`src/common/pllcg_defines.vh`:
```
// Purpose: Constants for the PLL clock generator register block
// Assumes: AXI4-Lite register access, one 32-bit word per register
// Notes:   Register contents are 8 bits wide, upper bus bits read as zero
`ifndef PLLCG_DEFINES_VH
`define PLLCG_DEFINES_VH

// ----------------------------------------------------------------
// Register byte addresses
// ----------------------------------------------------------------
`define PLLCG_ADDR_W        4
`define PLLCG_OFS_CTRL      4'h0
`define PLLCG_OFS_BW        4'h4
`define PLLCG_OFS_PROG      4'h8

// ----------------------------------------------------------------
// Field positions
// ----------------------------------------------------------------
`define PLLCG_CTRL_IE       7
`define PLLCG_CTRL_FLAG     6
`define PLLCG_CTRL_PWR      5
`define PLLCG_CTRL_SEL      4
`define PLLCG_CTRL_ONES     4'hF
`define PLLCG_BW_AUTO       7
`define PLLCG_BW_LOCK       6
`define PLLCG_BW_ACQ        5
`define PLLCG_BW_XLD        4
`define PLLCG_BW_RSVD       4'h0
`define PLLCG_PROG_MUL      7:4
`define PLLCG_PROG_RNG      3:0
`define PLLCG_BUS_BYTE      7:0
`define PLLCG_STRB_LOW      0

// ----------------------------------------------------------------
// Reset values and codes
// ----------------------------------------------------------------
`define PLLCG_MUL_RST       4'h6
`define PLLCG_RNG_RST       4'h6
`define PLLCG_NIB_ZERO      4'h0
`define PLLCG_MUL_ONE       4'h1
`define PLLCG_SW_EDGES      2'h3
`define PLLCG_CNT_ZERO      2'h0
`define PLLCG_CNT_ONE       2'h1
`define PLLCG_RESP_OKAY     2'h0
`define PLLCG_RESP_SLVERR   2'h2
`define PLLCG_DATA_ZERO     32'h00000000
`define PLLCG_PAD_ZERO      24'h000000

`endif

```
`src/rtl/pllcg_regs.v`:
```
// Purpose: PLL clock generator control registers and base clock selector
// Assumes: All inputs synchronous to clk_i; source clocks are sampled levels
// Notes:   AXI4-Lite slave, one write and one read outstanding at a time
`timescale 1ns/1ps
`include "pllcg_defines.vh"

module pllcg_regs (
   // Clock, reset and register bus
   input  wire        clk_i,
   input  wire        rst_i,
   input  wire [3:0]  s_axi_awaddr_i,
   input  wire        s_axi_awvalid_i,
   output wire        s_axi_awready_o,
   input  wire [31:0] s_axi_wdata_i,
   input  wire [3:0]  s_axi_wstrb_i,
   input  wire        s_axi_wvalid_i,
   output wire        s_axi_wready_o,
   output wire [1:0]  s_axi_bresp_o,
   output wire        s_axi_bvalid_o,
   input  wire        s_axi_bready_i,
   input  wire [3:0]  s_axi_araddr_i,
   input  wire        s_axi_arvalid_i,
   output wire        s_axi_arready_o,
   output wire [31:0] s_axi_rdata_o,
   output wire [1:0]  s_axi_rresp_o,
   output wire        s_axi_rvalid_o,
   input  wire        s_axi_rready_i,
   // Clock sources and loop status
   input  wire        crystal_clock_i,
   input  wire        vco_clock_i,
   input  wire        lock_detect_i,
   input  wire        tracking_i,
   input  wire        stop_i,
   // Base clock and loop controls
   output wire        base_clock_out_o,
   output wire        lock_irq_o,
   output wire        loop_enable_o,
   output wire        auto_bw_o,
   output wire        acq_track_o,
   output wire [3:0]  feedback_multiplier_o,
   output wire [3:0]  vco_range_factor_o
);

   // ----------------------------------------------------------------
   // Functions
   // ----------------------------------------------------------------
   function is_zero_nib;
      input [3:0] v;
      begin
         is_zero_nib = (v == `PLLCG_NIB_ZERO);
      end
   endfunction

   function [1:0] sat_inc;
      input [1:0] c;
      input       e;
      begin
         if (e && (c != `PLLCG_SW_EDGES)) begin
            sat_inc = c + `PLLCG_CNT_ONE;
         end else begin
            sat_inc = c;
         end
      end
   endfunction

   function is_rise;
      input cur;
      input prev;
      begin
         is_rise = cur && !prev;
      end
   endfunction

   function is_mapped;
      input [3:0] a;
      begin
         if (a == `PLLCG_OFS_CTRL) begin
            is_mapped = 1'b1;
         end else if (a == `PLLCG_OFS_BW) begin
            is_mapped = 1'b1;
         end else if (a == `PLLCG_OFS_PROG) begin
            is_mapped = 1'b1;
         end else begin
            is_mapped = 1'b0;
         end
      end
   endfunction

   // ----------------------------------------------------------------
   // State
   // ----------------------------------------------------------------
   reg         aw_full_q;
   reg  [3:0]  aw_addr_q;
   reg         w_full_q;
   reg  [7:0]  w_data_q;
   reg         w_strb_q;
   reg         bvalid_q;
   reg  [1:0]  bresp_q;
   reg         rvalid_q;
   reg  [31:0] rdata_q;
   reg  [1:0]  rresp_q;
   reg         ie_q;
   reg         flag_q;
   reg         pwr_q;
   reg         sel_q;
   reg         auto_q;
   reg         lock_q;
   reg         track_q;
   reg         man_acq_q;
   reg         xld_q;
   reg  [3:0]  mul_q;
   reg  [3:0]  rng_q;
   reg         xclk_prev_q;
   reg         vclk_prev_q;
   reg         src_q;
   reg         switching_q;
   reg  [1:0]  xcnt_q;
   reg  [1:0]  vcnt_q;
   reg         out_q;
   reg         irq_q;
   reg         en_q;
   reg         acq_out_q;
   reg  [3:0]  mul_out_q;
   reg         aw_rdy_q;
   reg         w_rdy_q;
   reg         ar_rdy_q;

   // ----------------------------------------------------------------
   // Decode and qualifiers
   // ----------------------------------------------------------------
   wire        do_wr     = aw_full_q && w_full_q && !bvalid_q;
   wire        wr_ok     = do_wr && w_strb_q;
   wire        wr_ctrl   = wr_ok && (aw_addr_q == `PLLCG_OFS_CTRL);
   wire        wr_bw     = wr_ok && (aw_addr_q == `PLLCG_OFS_BW);
   wire        wr_prog   = wr_ok && (aw_addr_q == `PLLCG_OFS_PROG);
   wire        ar_take   = s_axi_arvalid_i && !rvalid_q;
   wire        rd_ctrl   = ar_take && (s_axi_araddr_i == `PLLCG_OFS_CTRL);
   wire        xedge     = is_rise(crystal_clock_i, xclk_prev_q);
   wire        vedge     = is_rise(vco_clock_i, vclk_prev_q);
   wire        rng_zero  = is_zero_nib(rng_q);
   wire        lock_d    = auto_q && lock_detect_i;
   wire        acq_view  = auto_q ? track_q : man_acq_q;
   reg         addr_hit;
   reg  [7:0]  rd_byte;

   assign s_axi_awready_o       = aw_rdy_q;
   assign s_axi_wready_o        = w_rdy_q;
   assign s_axi_bvalid_o        = bvalid_q;
   assign s_axi_bresp_o         = bresp_q;
   assign s_axi_arready_o       = ar_rdy_q;
   assign s_axi_rvalid_o        = rvalid_q;
   assign s_axi_rdata_o         = rdata_q;
   assign s_axi_rresp_o         = rresp_q;
   assign base_clock_out_o      = out_q;
   assign lock_irq_o            = irq_q;
   assign loop_enable_o         = en_q;
   assign auto_bw_o             = auto_q;
   assign acq_track_o           = acq_out_q;
   assign feedback_multiplier_o = mul_out_q;
   assign vco_range_factor_o    = rng_q;

   // ----------------------------------------------------------------
   // Read data mux
   // ----------------------------------------------------------------
   always @* begin
      addr_hit = is_mapped(s_axi_araddr_i);
      rd_byte  = 8'h00;
      if (s_axi_araddr_i == `PLLCG_OFS_CTRL) begin
         rd_byte = {ie_q && auto_q,
                    flag_q && auto_q,
                    pwr_q, sel_q, `PLLCG_CTRL_ONES};
      end else if (s_axi_araddr_i == `PLLCG_OFS_BW) begin
         rd_byte = {auto_q, lock_q,
                    acq_view,
                    xld_q && sel_q,
                    `PLLCG_BW_RSVD};
      end else if (s_axi_araddr_i == `PLLCG_OFS_PROG) begin
         rd_byte = {mul_q, rng_q};
      end
   end

   // ----------------------------------------------------------------
   // AXI4-Lite handshakes
   // ----------------------------------------------------------------
   always @(posedge clk_i) begin
      if (rst_i) begin
         aw_full_q <= 1'b0;
         aw_addr_q <= `PLLCG_OFS_CTRL;
         w_full_q  <= 1'b0;
         w_data_q  <= 8'h00;
         w_strb_q  <= 1'b0;
         bvalid_q  <= 1'b0;
         bresp_q   <= `PLLCG_RESP_OKAY;
         rvalid_q  <= 1'b0;
         rdata_q   <= `PLLCG_DATA_ZERO;
         rresp_q   <= `PLLCG_RESP_OKAY;
      end else begin
         if (s_axi_awvalid_i && !aw_full_q) begin
            aw_full_q <= 1'b1;
            aw_addr_q <= s_axi_awaddr_i;
         end
         if (s_axi_wvalid_i && !w_full_q) begin
            w_full_q <= 1'b1;
            w_data_q <= s_axi_wdata_i[`PLLCG_BUS_BYTE];
            w_strb_q <= s_axi_wstrb_i[`PLLCG_STRB_LOW];
         end
         if (do_wr) begin
            aw_full_q <= 1'b0;
            w_full_q  <= 1'b0;
            bvalid_q  <= 1'b1;
            if (is_mapped(aw_addr_q)) begin
               bresp_q <= `PLLCG_RESP_OKAY;
            end else begin
               bresp_q <= `PLLCG_RESP_SLVERR;
            end
         end else if (s_axi_bready_i) begin
            bvalid_q <= 1'b0;
         end
         if (ar_take) begin
            rvalid_q <= 1'b1;
            rdata_q  <= {`PLLCG_PAD_ZERO, rd_byte};
            rresp_q  <= addr_hit ? `PLLCG_RESP_OKAY : `PLLCG_RESP_SLVERR;
         end else if (s_axi_rready_i) begin
            rvalid_q <= 1'b0;
         end
      end
   end

   // ----------------------------------------------------------------
   // Ready flags
   // ----------------------------------------------------------------
   // Own flops mirror the slot state so every ready port leaves a register
   always @(posedge clk_i) begin
      if (rst_i) begin
         aw_rdy_q <= 1'b1;
         w_rdy_q  <= 1'b1;
         ar_rdy_q <= 1'b1;
      end else begin
         if (do_wr) begin
            aw_rdy_q <= 1'b1;
            w_rdy_q  <= 1'b1;
         end else begin
            if (s_axi_awvalid_i && aw_rdy_q) begin
               aw_rdy_q <= 1'b0;
            end
            if (s_axi_wvalid_i && w_rdy_q) begin
               w_rdy_q <= 1'b0;
            end
         end
         if (ar_take) begin
            ar_rdy_q <= 1'b0;
         end else if (s_axi_rready_i) begin
            ar_rdy_q <= 1'b1;
         end
      end
   end

   // ----------------------------------------------------------------
   // Control register
   // ----------------------------------------------------------------
   always @(posedge clk_i) begin
      if (rst_i) begin
         ie_q   <= 1'b0;
         flag_q <= 1'b0;
         pwr_q  <= 1'b1;
         sel_q  <= 1'b0;
      end else begin
         if (wr_ctrl && auto_q) begin
            ie_q <= w_data_q[`PLLCG_CTRL_IE];
         end
         // Flag set beats the read clear so no lock change is lost
         if (auto_q && (lock_d != lock_q)) begin
            flag_q <= 1'b1;
         end else if (rd_ctrl || !auto_q) begin
            flag_q <= 1'b0;
         end
         if (wr_ctrl) begin
            pwr_q <= w_data_q[`PLLCG_CTRL_PWR] || sel_q;
         end
         // Select checks the old power bit: select cannot rise in the write that raises power
         if (stop_i || rng_zero) begin
            sel_q <= 1'b0;
         end else if (wr_ctrl) begin
            sel_q <= w_data_q[`PLLCG_CTRL_SEL] && pwr_q;
         end
      end
   end

   // ----------------------------------------------------------------
   // Bandwidth and programming registers
   // ----------------------------------------------------------------
   always @(posedge clk_i) begin
      if (rst_i) begin
         auto_q    <= 1'b0;
         lock_q    <= 1'b0;
         track_q   <= 1'b0;
         man_acq_q <= 1'b0;
         xld_q     <= 1'b0;
         mul_q     <= `PLLCG_MUL_RST;
         rng_q     <= `PLLCG_RNG_RST;
      end else begin
         lock_q  <= lock_d;
         track_q <= auto_q && tracking_i;
         if (wr_bw) begin
            auto_q <= w_data_q[`PLLCG_BW_AUTO];
         end
         // Hidden store is only written in manual mode
         if (wr_bw && !auto_q) begin
            man_acq_q <= w_data_q[`PLLCG_BW_ACQ];
         end
         // A rising crystal edge during the wait proves the reference alive
         if (!sel_q) begin
            xld_q <= 1'b0;
         end else if (wr_bw && w_data_q[`PLLCG_BW_XLD]) begin
            xld_q <= 1'b1;
         end else if (xedge) begin
            xld_q <= 1'b0;
         end
         if (wr_prog && !pwr_q) begin
            mul_q <= w_data_q[`PLLCG_PROG_MUL];
            rng_q <= w_data_q[`PLLCG_PROG_RNG];
         end
      end
   end

   // ----------------------------------------------------------------
   // Base clock selector
   // ----------------------------------------------------------------
   always @(posedge clk_i) begin
      if (rst_i) begin
         xclk_prev_q <= 1'b0;
         vclk_prev_q <= 1'b0;
         src_q       <= 1'b0;
         switching_q <= 1'b0;
         xcnt_q      <= `PLLCG_CNT_ZERO;
         vcnt_q      <= `PLLCG_CNT_ZERO;
         out_q       <= 1'b0;
      end else begin
         xclk_prev_q <= crystal_clock_i;
         vclk_prev_q <= vco_clock_i;
         if (switching_q) begin
            xcnt_q <= sat_inc(xcnt_q, xedge);
            vcnt_q <= sat_inc(vcnt_q, vedge);
            if ((xcnt_q == `PLLCG_SW_EDGES) && (vcnt_q == `PLLCG_SW_EDGES)) begin
               switching_q <= 1'b0;
               src_q       <= sel_q;
            end
         end else if (sel_q != src_q) begin
            switching_q <= 1'b1;
            xcnt_q      <= `PLLCG_CNT_ZERO;
            vcnt_q      <= `PLLCG_CNT_ZERO;
         end else if (src_q ? vedge : xedge) begin
            out_q <= !out_q;
         end
      end
   end

   // ----------------------------------------------------------------
   // Loop controls and interrupt
   // ----------------------------------------------------------------
   always @(posedge clk_i) begin
      if (rst_i) begin
         irq_q     <= 1'b0;
         en_q      <= 1'b0;
         acq_out_q <= 1'b0;
         mul_out_q <= `PLLCG_MUL_RST;
      end else begin
         irq_q     <= flag_q && ie_q && auto_q;
         en_q      <= pwr_q && !rng_zero;
         acq_out_q <= acq_view;
         mul_out_q <= is_zero_nib(mul_q) ? `PLLCG_MUL_ONE : mul_q;
      end
   end

endmodule

```
`config.mk`:
```
export PLATFORM = sky130hd
export DESIGN_NAME = pllcg_regs
export DESIGN_NICKNAME = d
export VERILOG_FILES = /design/src/rtl/pllcg_regs.v
export VERILOG_INCLUDE_DIRS = /design/src /design/src/common
export SDC_FILE = /design/constraint.sdc
export NUM_CORES = 1
export LEC_CHECK = 0
export ABC_CLOCK_PERIOD_IN_PS = 2450
export BUFFER_PORTS_ARGS = -buffer_cell sky130_fd_sc_hd__buf_2
export CORE_ASPECT_RATIO = 0.9
export CORE_MARGIN = 4
export CORE_UTILIZATION = 51
export CTS_CLUSTER_SIZE = 24
export DETAILED_ROUTE_END_ITERATION = 16
export HOLD_SLACK_MARGIN = 0.06
export PLACE_DENSITY_LB_ADDON = 0.1
export SKIP_LAST_GASP = 1
export SLEW_MARGIN = 25
export SYNTH_ARGS = -nofsm -noshare
export SYNTH_HDL_FRONTEND = slang
export SYNTH_SLANG_ARGS = --single-unit
```
`constraint.sdc`:
```
create_clock -name clk_i -period 2.45 [get_ports clk_i]
set_input_delay 0.245 -clock clk_i [delete_from_list [all_inputs] [get_ports clk_i]]
set_output_delay 0.245 -clock clk_i [all_outputs]
set_load 0.005 [all_outputs]
```
==> metrics.md <==
| Metric | Value |
|---|---|
| Layout cell share with drive strength beyond 1 | `22.0%` |
| Number of synthesized register bits | `63` |
| Psw | `between 0.4 and 0.5 mW` |
| ANT cells | `0` |
| Setup WS post-layout | `0.694 ns` |
| Dpl cells | `412` |
| IO Pins | `110` |
| Initial DRC count | `50` |
| Slew at the pin closest to its max-slew limit | `roughly 0.6 ns` |
| Leak | `approximately 1.4 nW` |
| Largest net degree at the start of global routing | `30` |
| Synth cell types | `51` |
| Clock Sinks | `63` |
| Worst hold slack | `around 0.12 ns` |
| CP bufs+invs | `0` |
| Fmax | `570 MHz` |
| Setup TNS | `0 ns` |
| Cts bufs inserted | `9` |
| Layout Skew | `0.00516 ns` |
| Post-synthesis cell count | `between 300 and 400` |
| Worst slack, placed | `0.699 ns` |
| Top_reg_cell synth | `dfxtp_1` |
| Synth-to-layout area growth | `16.5%` |
| Vias per Instance | `4.87` |
| Commonest non-fill, non-tap cell in the layout | `dfxtp_1` |
| Startpoint types | `register` |
| First-pass GRT wire length | `8.87 mm` |
| Root Buffer | `clkbuf_8` |
| Die height | `76.8 um` |
| Synth warn | `0` |
| Total die area | `6490 um^2` |
| Post-CTS setup buffers | `0` |
| Slowest stage cell, crit path | `nand4_1` |
| CTS tree | `done` |
| CP delay by family, top | `simple AND/OR/NAND/NOR gates` |
| Crit. End Element | `register` |
| Final Hold Vio Count | `0` |
| Crit path time final | `1.76 ns` |
| DRT Pass-1 Iters | `4` |
| Crit Path Category | `reg2reg` |
| Post-synthesis sequential area ratio | `between 40% and 50%` |
| Sw Ratio | `22.5%` |
| Average wire per standard cell | `12.4 um` |
| Comb power frac | `7.6%` |
| Synth Area per Inst | `8.89 um^2` |
| Setup-failing EPs final | `0` |
| Fin. max-slew vios | `0` |
| Via count | `2,091` |
| Sequential group share of total power | `49.4%` |
| Rel. slew slack | `about three fifths` |
| Worst path cell trace | `and3b_2 > nand4_1 > a211o_1` |
| PostCTS Resize Cnt | `0` |
| Port bufs | `56` |
| Clock Power Share | `43.0%` |
| Vias in the first global route | `between 1,500 and 2,000` |
| Core Area | `4950 um^2` |
| PwrDens | `701 nW/um^2` |
| Int Power | `1.70 mW` |
| Crit-path max FO | `13` |
| Worst path required time | `~2.7 ns` |
| Die X | `84.5 um` |
| DP HPWL | `3.96 mm` |
| GRT Total Usage | `16.9%` |
| Routed WL | `5.31 mm` |
| Arr. time, crit path | `1.98 ns` |
| Status | `complete, no violations` |
| Initial antenna violation count | `0` |
| Mapped cell area | `about 2700 um^2` |
| Most frequent cells in the layout | `dfxtp_1 (63), buf_2 (56), nand2_1 (31), nor2_1 (30), a21oi_1 (27)` |
| # DRC | `0` |
| Antenna violation net count after detailed routing | `0` |
| Worst Hold Class | `in2reg` |
| EDFF count, synth | `0` |
| CTS clock-pin slew for the worst setup and hold paths | `0.06 ns` |
| Final core utilization | `63.1%` |
| Final non-filler cell total | `approximately 430` |
| Maximum capacitance violations | `0` |
| Worst skew pair latency | `0.34 ns` |
| Routability cong. | `0.744` |
| Slowest cell delay on critical path | `0.50 ns` |
| Post-synth ARST share | `0%` |
| Site Rows | `24` |
| H-tree levels | `3` |
| Clock buffer depth | `2` |
| Fin nets | `roughly 420` |
| VDD IR max | `0.000405 V` |
| RSZ-0062 raised after global routing | `no` |
| Initial Utilization | `54.2%` |
| Period utilisation layout | `71.7%` |
| GR Overflow Total | `0` |
==> layer usage <==
| layer | global-route usage, % | part of all wire, % | up-vias |
|---|---|---|---|
| met5 | 0 | 0 | - |
| met4 | 4.75 | 0.83 | 0 |
| met3 | 7.40 | 7.6 | 5 |
| met2 | 25.9 | 45 | 66 |
| met1 | 21.8 | 47 | 926 |
| li1 | - | - | 1094 |
==> layout make-up <==
| class | instances | area (um^2) |
|---|---|---|
| multi-input combinational | 215 | 1230 |
| clock buffer | 12 | 135 |
| tap | 65 | 81.3 |
| clock inverter | 4 | 70.1 |
| inverter | 10 | 37.5 |
| sequential | 63 | 1260 |
| timing repair buffer | 60 | 313 |
| fill | 462 | 1830 |
==> worst register-to-register path, cell delays in order (launching register included) <==
cell     delay, ns
dfxtp_1       0.41
and3b_2       0.27
nand4_1       0.50
a211o_1       0.46
==> cell usage after synthesis (2+ instances only) <==
cell	number	area share [%]
a211o_1	2	0.65
a21oi_1	27	5.0
a311oi_1	2	0.65
and2_1	3	0.70
buf_1	2	0.28
buf_2	2	0.37
buf_4	27	7.6
clkbuf_1	8	1.1
dfxtp_1	63	47
ha_1	2	0.93
inv_1	9	1.3
mux2i_1	12	4.5
nand2_1	31	4.3
nand2b_1	8	1.9
nand3_1	7	1.3
nand4_1	2	0.47
nand4bb_1	2	0.84
nor2_1	30	4.2
nor2b_1	10	2.3
nor3_1	7	1.3
nor3b_1	3	0.84
nor4_1	4	0.93
o211ai_1	4	1.1
o21a_1	2	0.56
o21ai_0	4	0.75
o21bai_1	3	0.84
xor2_1	2	0.65
==> worst paths after layout <==
kind | startpoint | end | slack [ns] | cells past startpoint
worst max-delay path | w_full_q | vco_range_factor_o[2] | 0.69 | 3
worst max register to register | w_full_q | vco_range_factor_o[2] | 0.69 | 3
worst min register to register | s_axi_rdata_o[4] | s_axi_rdata_o[4] | 0.45 | 2
worst min-delay path | s_axi_awvalid_i | s_axi_awready_o | 0.12 | 2
==> per-stage QoR <==
| stage | power [mW] | instance area, um^2 |
|---|---|---|
| floorplan | 1.23 | 2780 |
| global placement | 1.27 | 2910 |
| detailed placement | 1.27 | 2910 |
| CTS | 2.21 | 3120 |
| global route | 2.29 | 3130 |
| finish | 2.19 | 3130 |
==> state kept, by name (all words and copies together) (netlist names), 2 cells and up <==
signal	flops
aw_addr_q	4
feedback_multiplier_o	4
mul_q	4
s_axi_rdata_o	8
vcnt_q	2
vco_range_factor_o	4
w_data_q	8
xcnt_q	2
==> cells by family after synthesis <==
kind of cell / after synthesis / synth area share (%)
flip-flops: 63 / 47.0
buffers and inverters: 49 / 10.7
XOR/XNOR: 3 / 0.979
other: 1 / 0.140
AND/OR/NAND/NOR: 118 / 23.0
AO/OA/AOI/OAI: 53 / 12.2
adder cells (fa/ha/maj): 2 / 0.932
multiplexers: 13 / 5.03
==> what timing repair did <==
item / in CTS / in global routing
hold buffers: 0 / 1
setup endpoints to repair: 0 / 0
endpoints found under the hold margin: 0 / 1
==> power by group through the flow <==
stage / registers [mW] / clock network (mW) / logic [mW]
after floorplan: 1.10 / 0 / 0.132
after global placement: 1.10 / 0 / 0.161
after detailed placement: 1.11 / 0 / 0.164
after CTS: 1.08 / 0.960 / 0.165
after global routing: 1.09 / 1.01 / 0.189
final: 1.08 / 0.944 / 0.166
No activity file was read; power rests on OpenSTA's default activity.
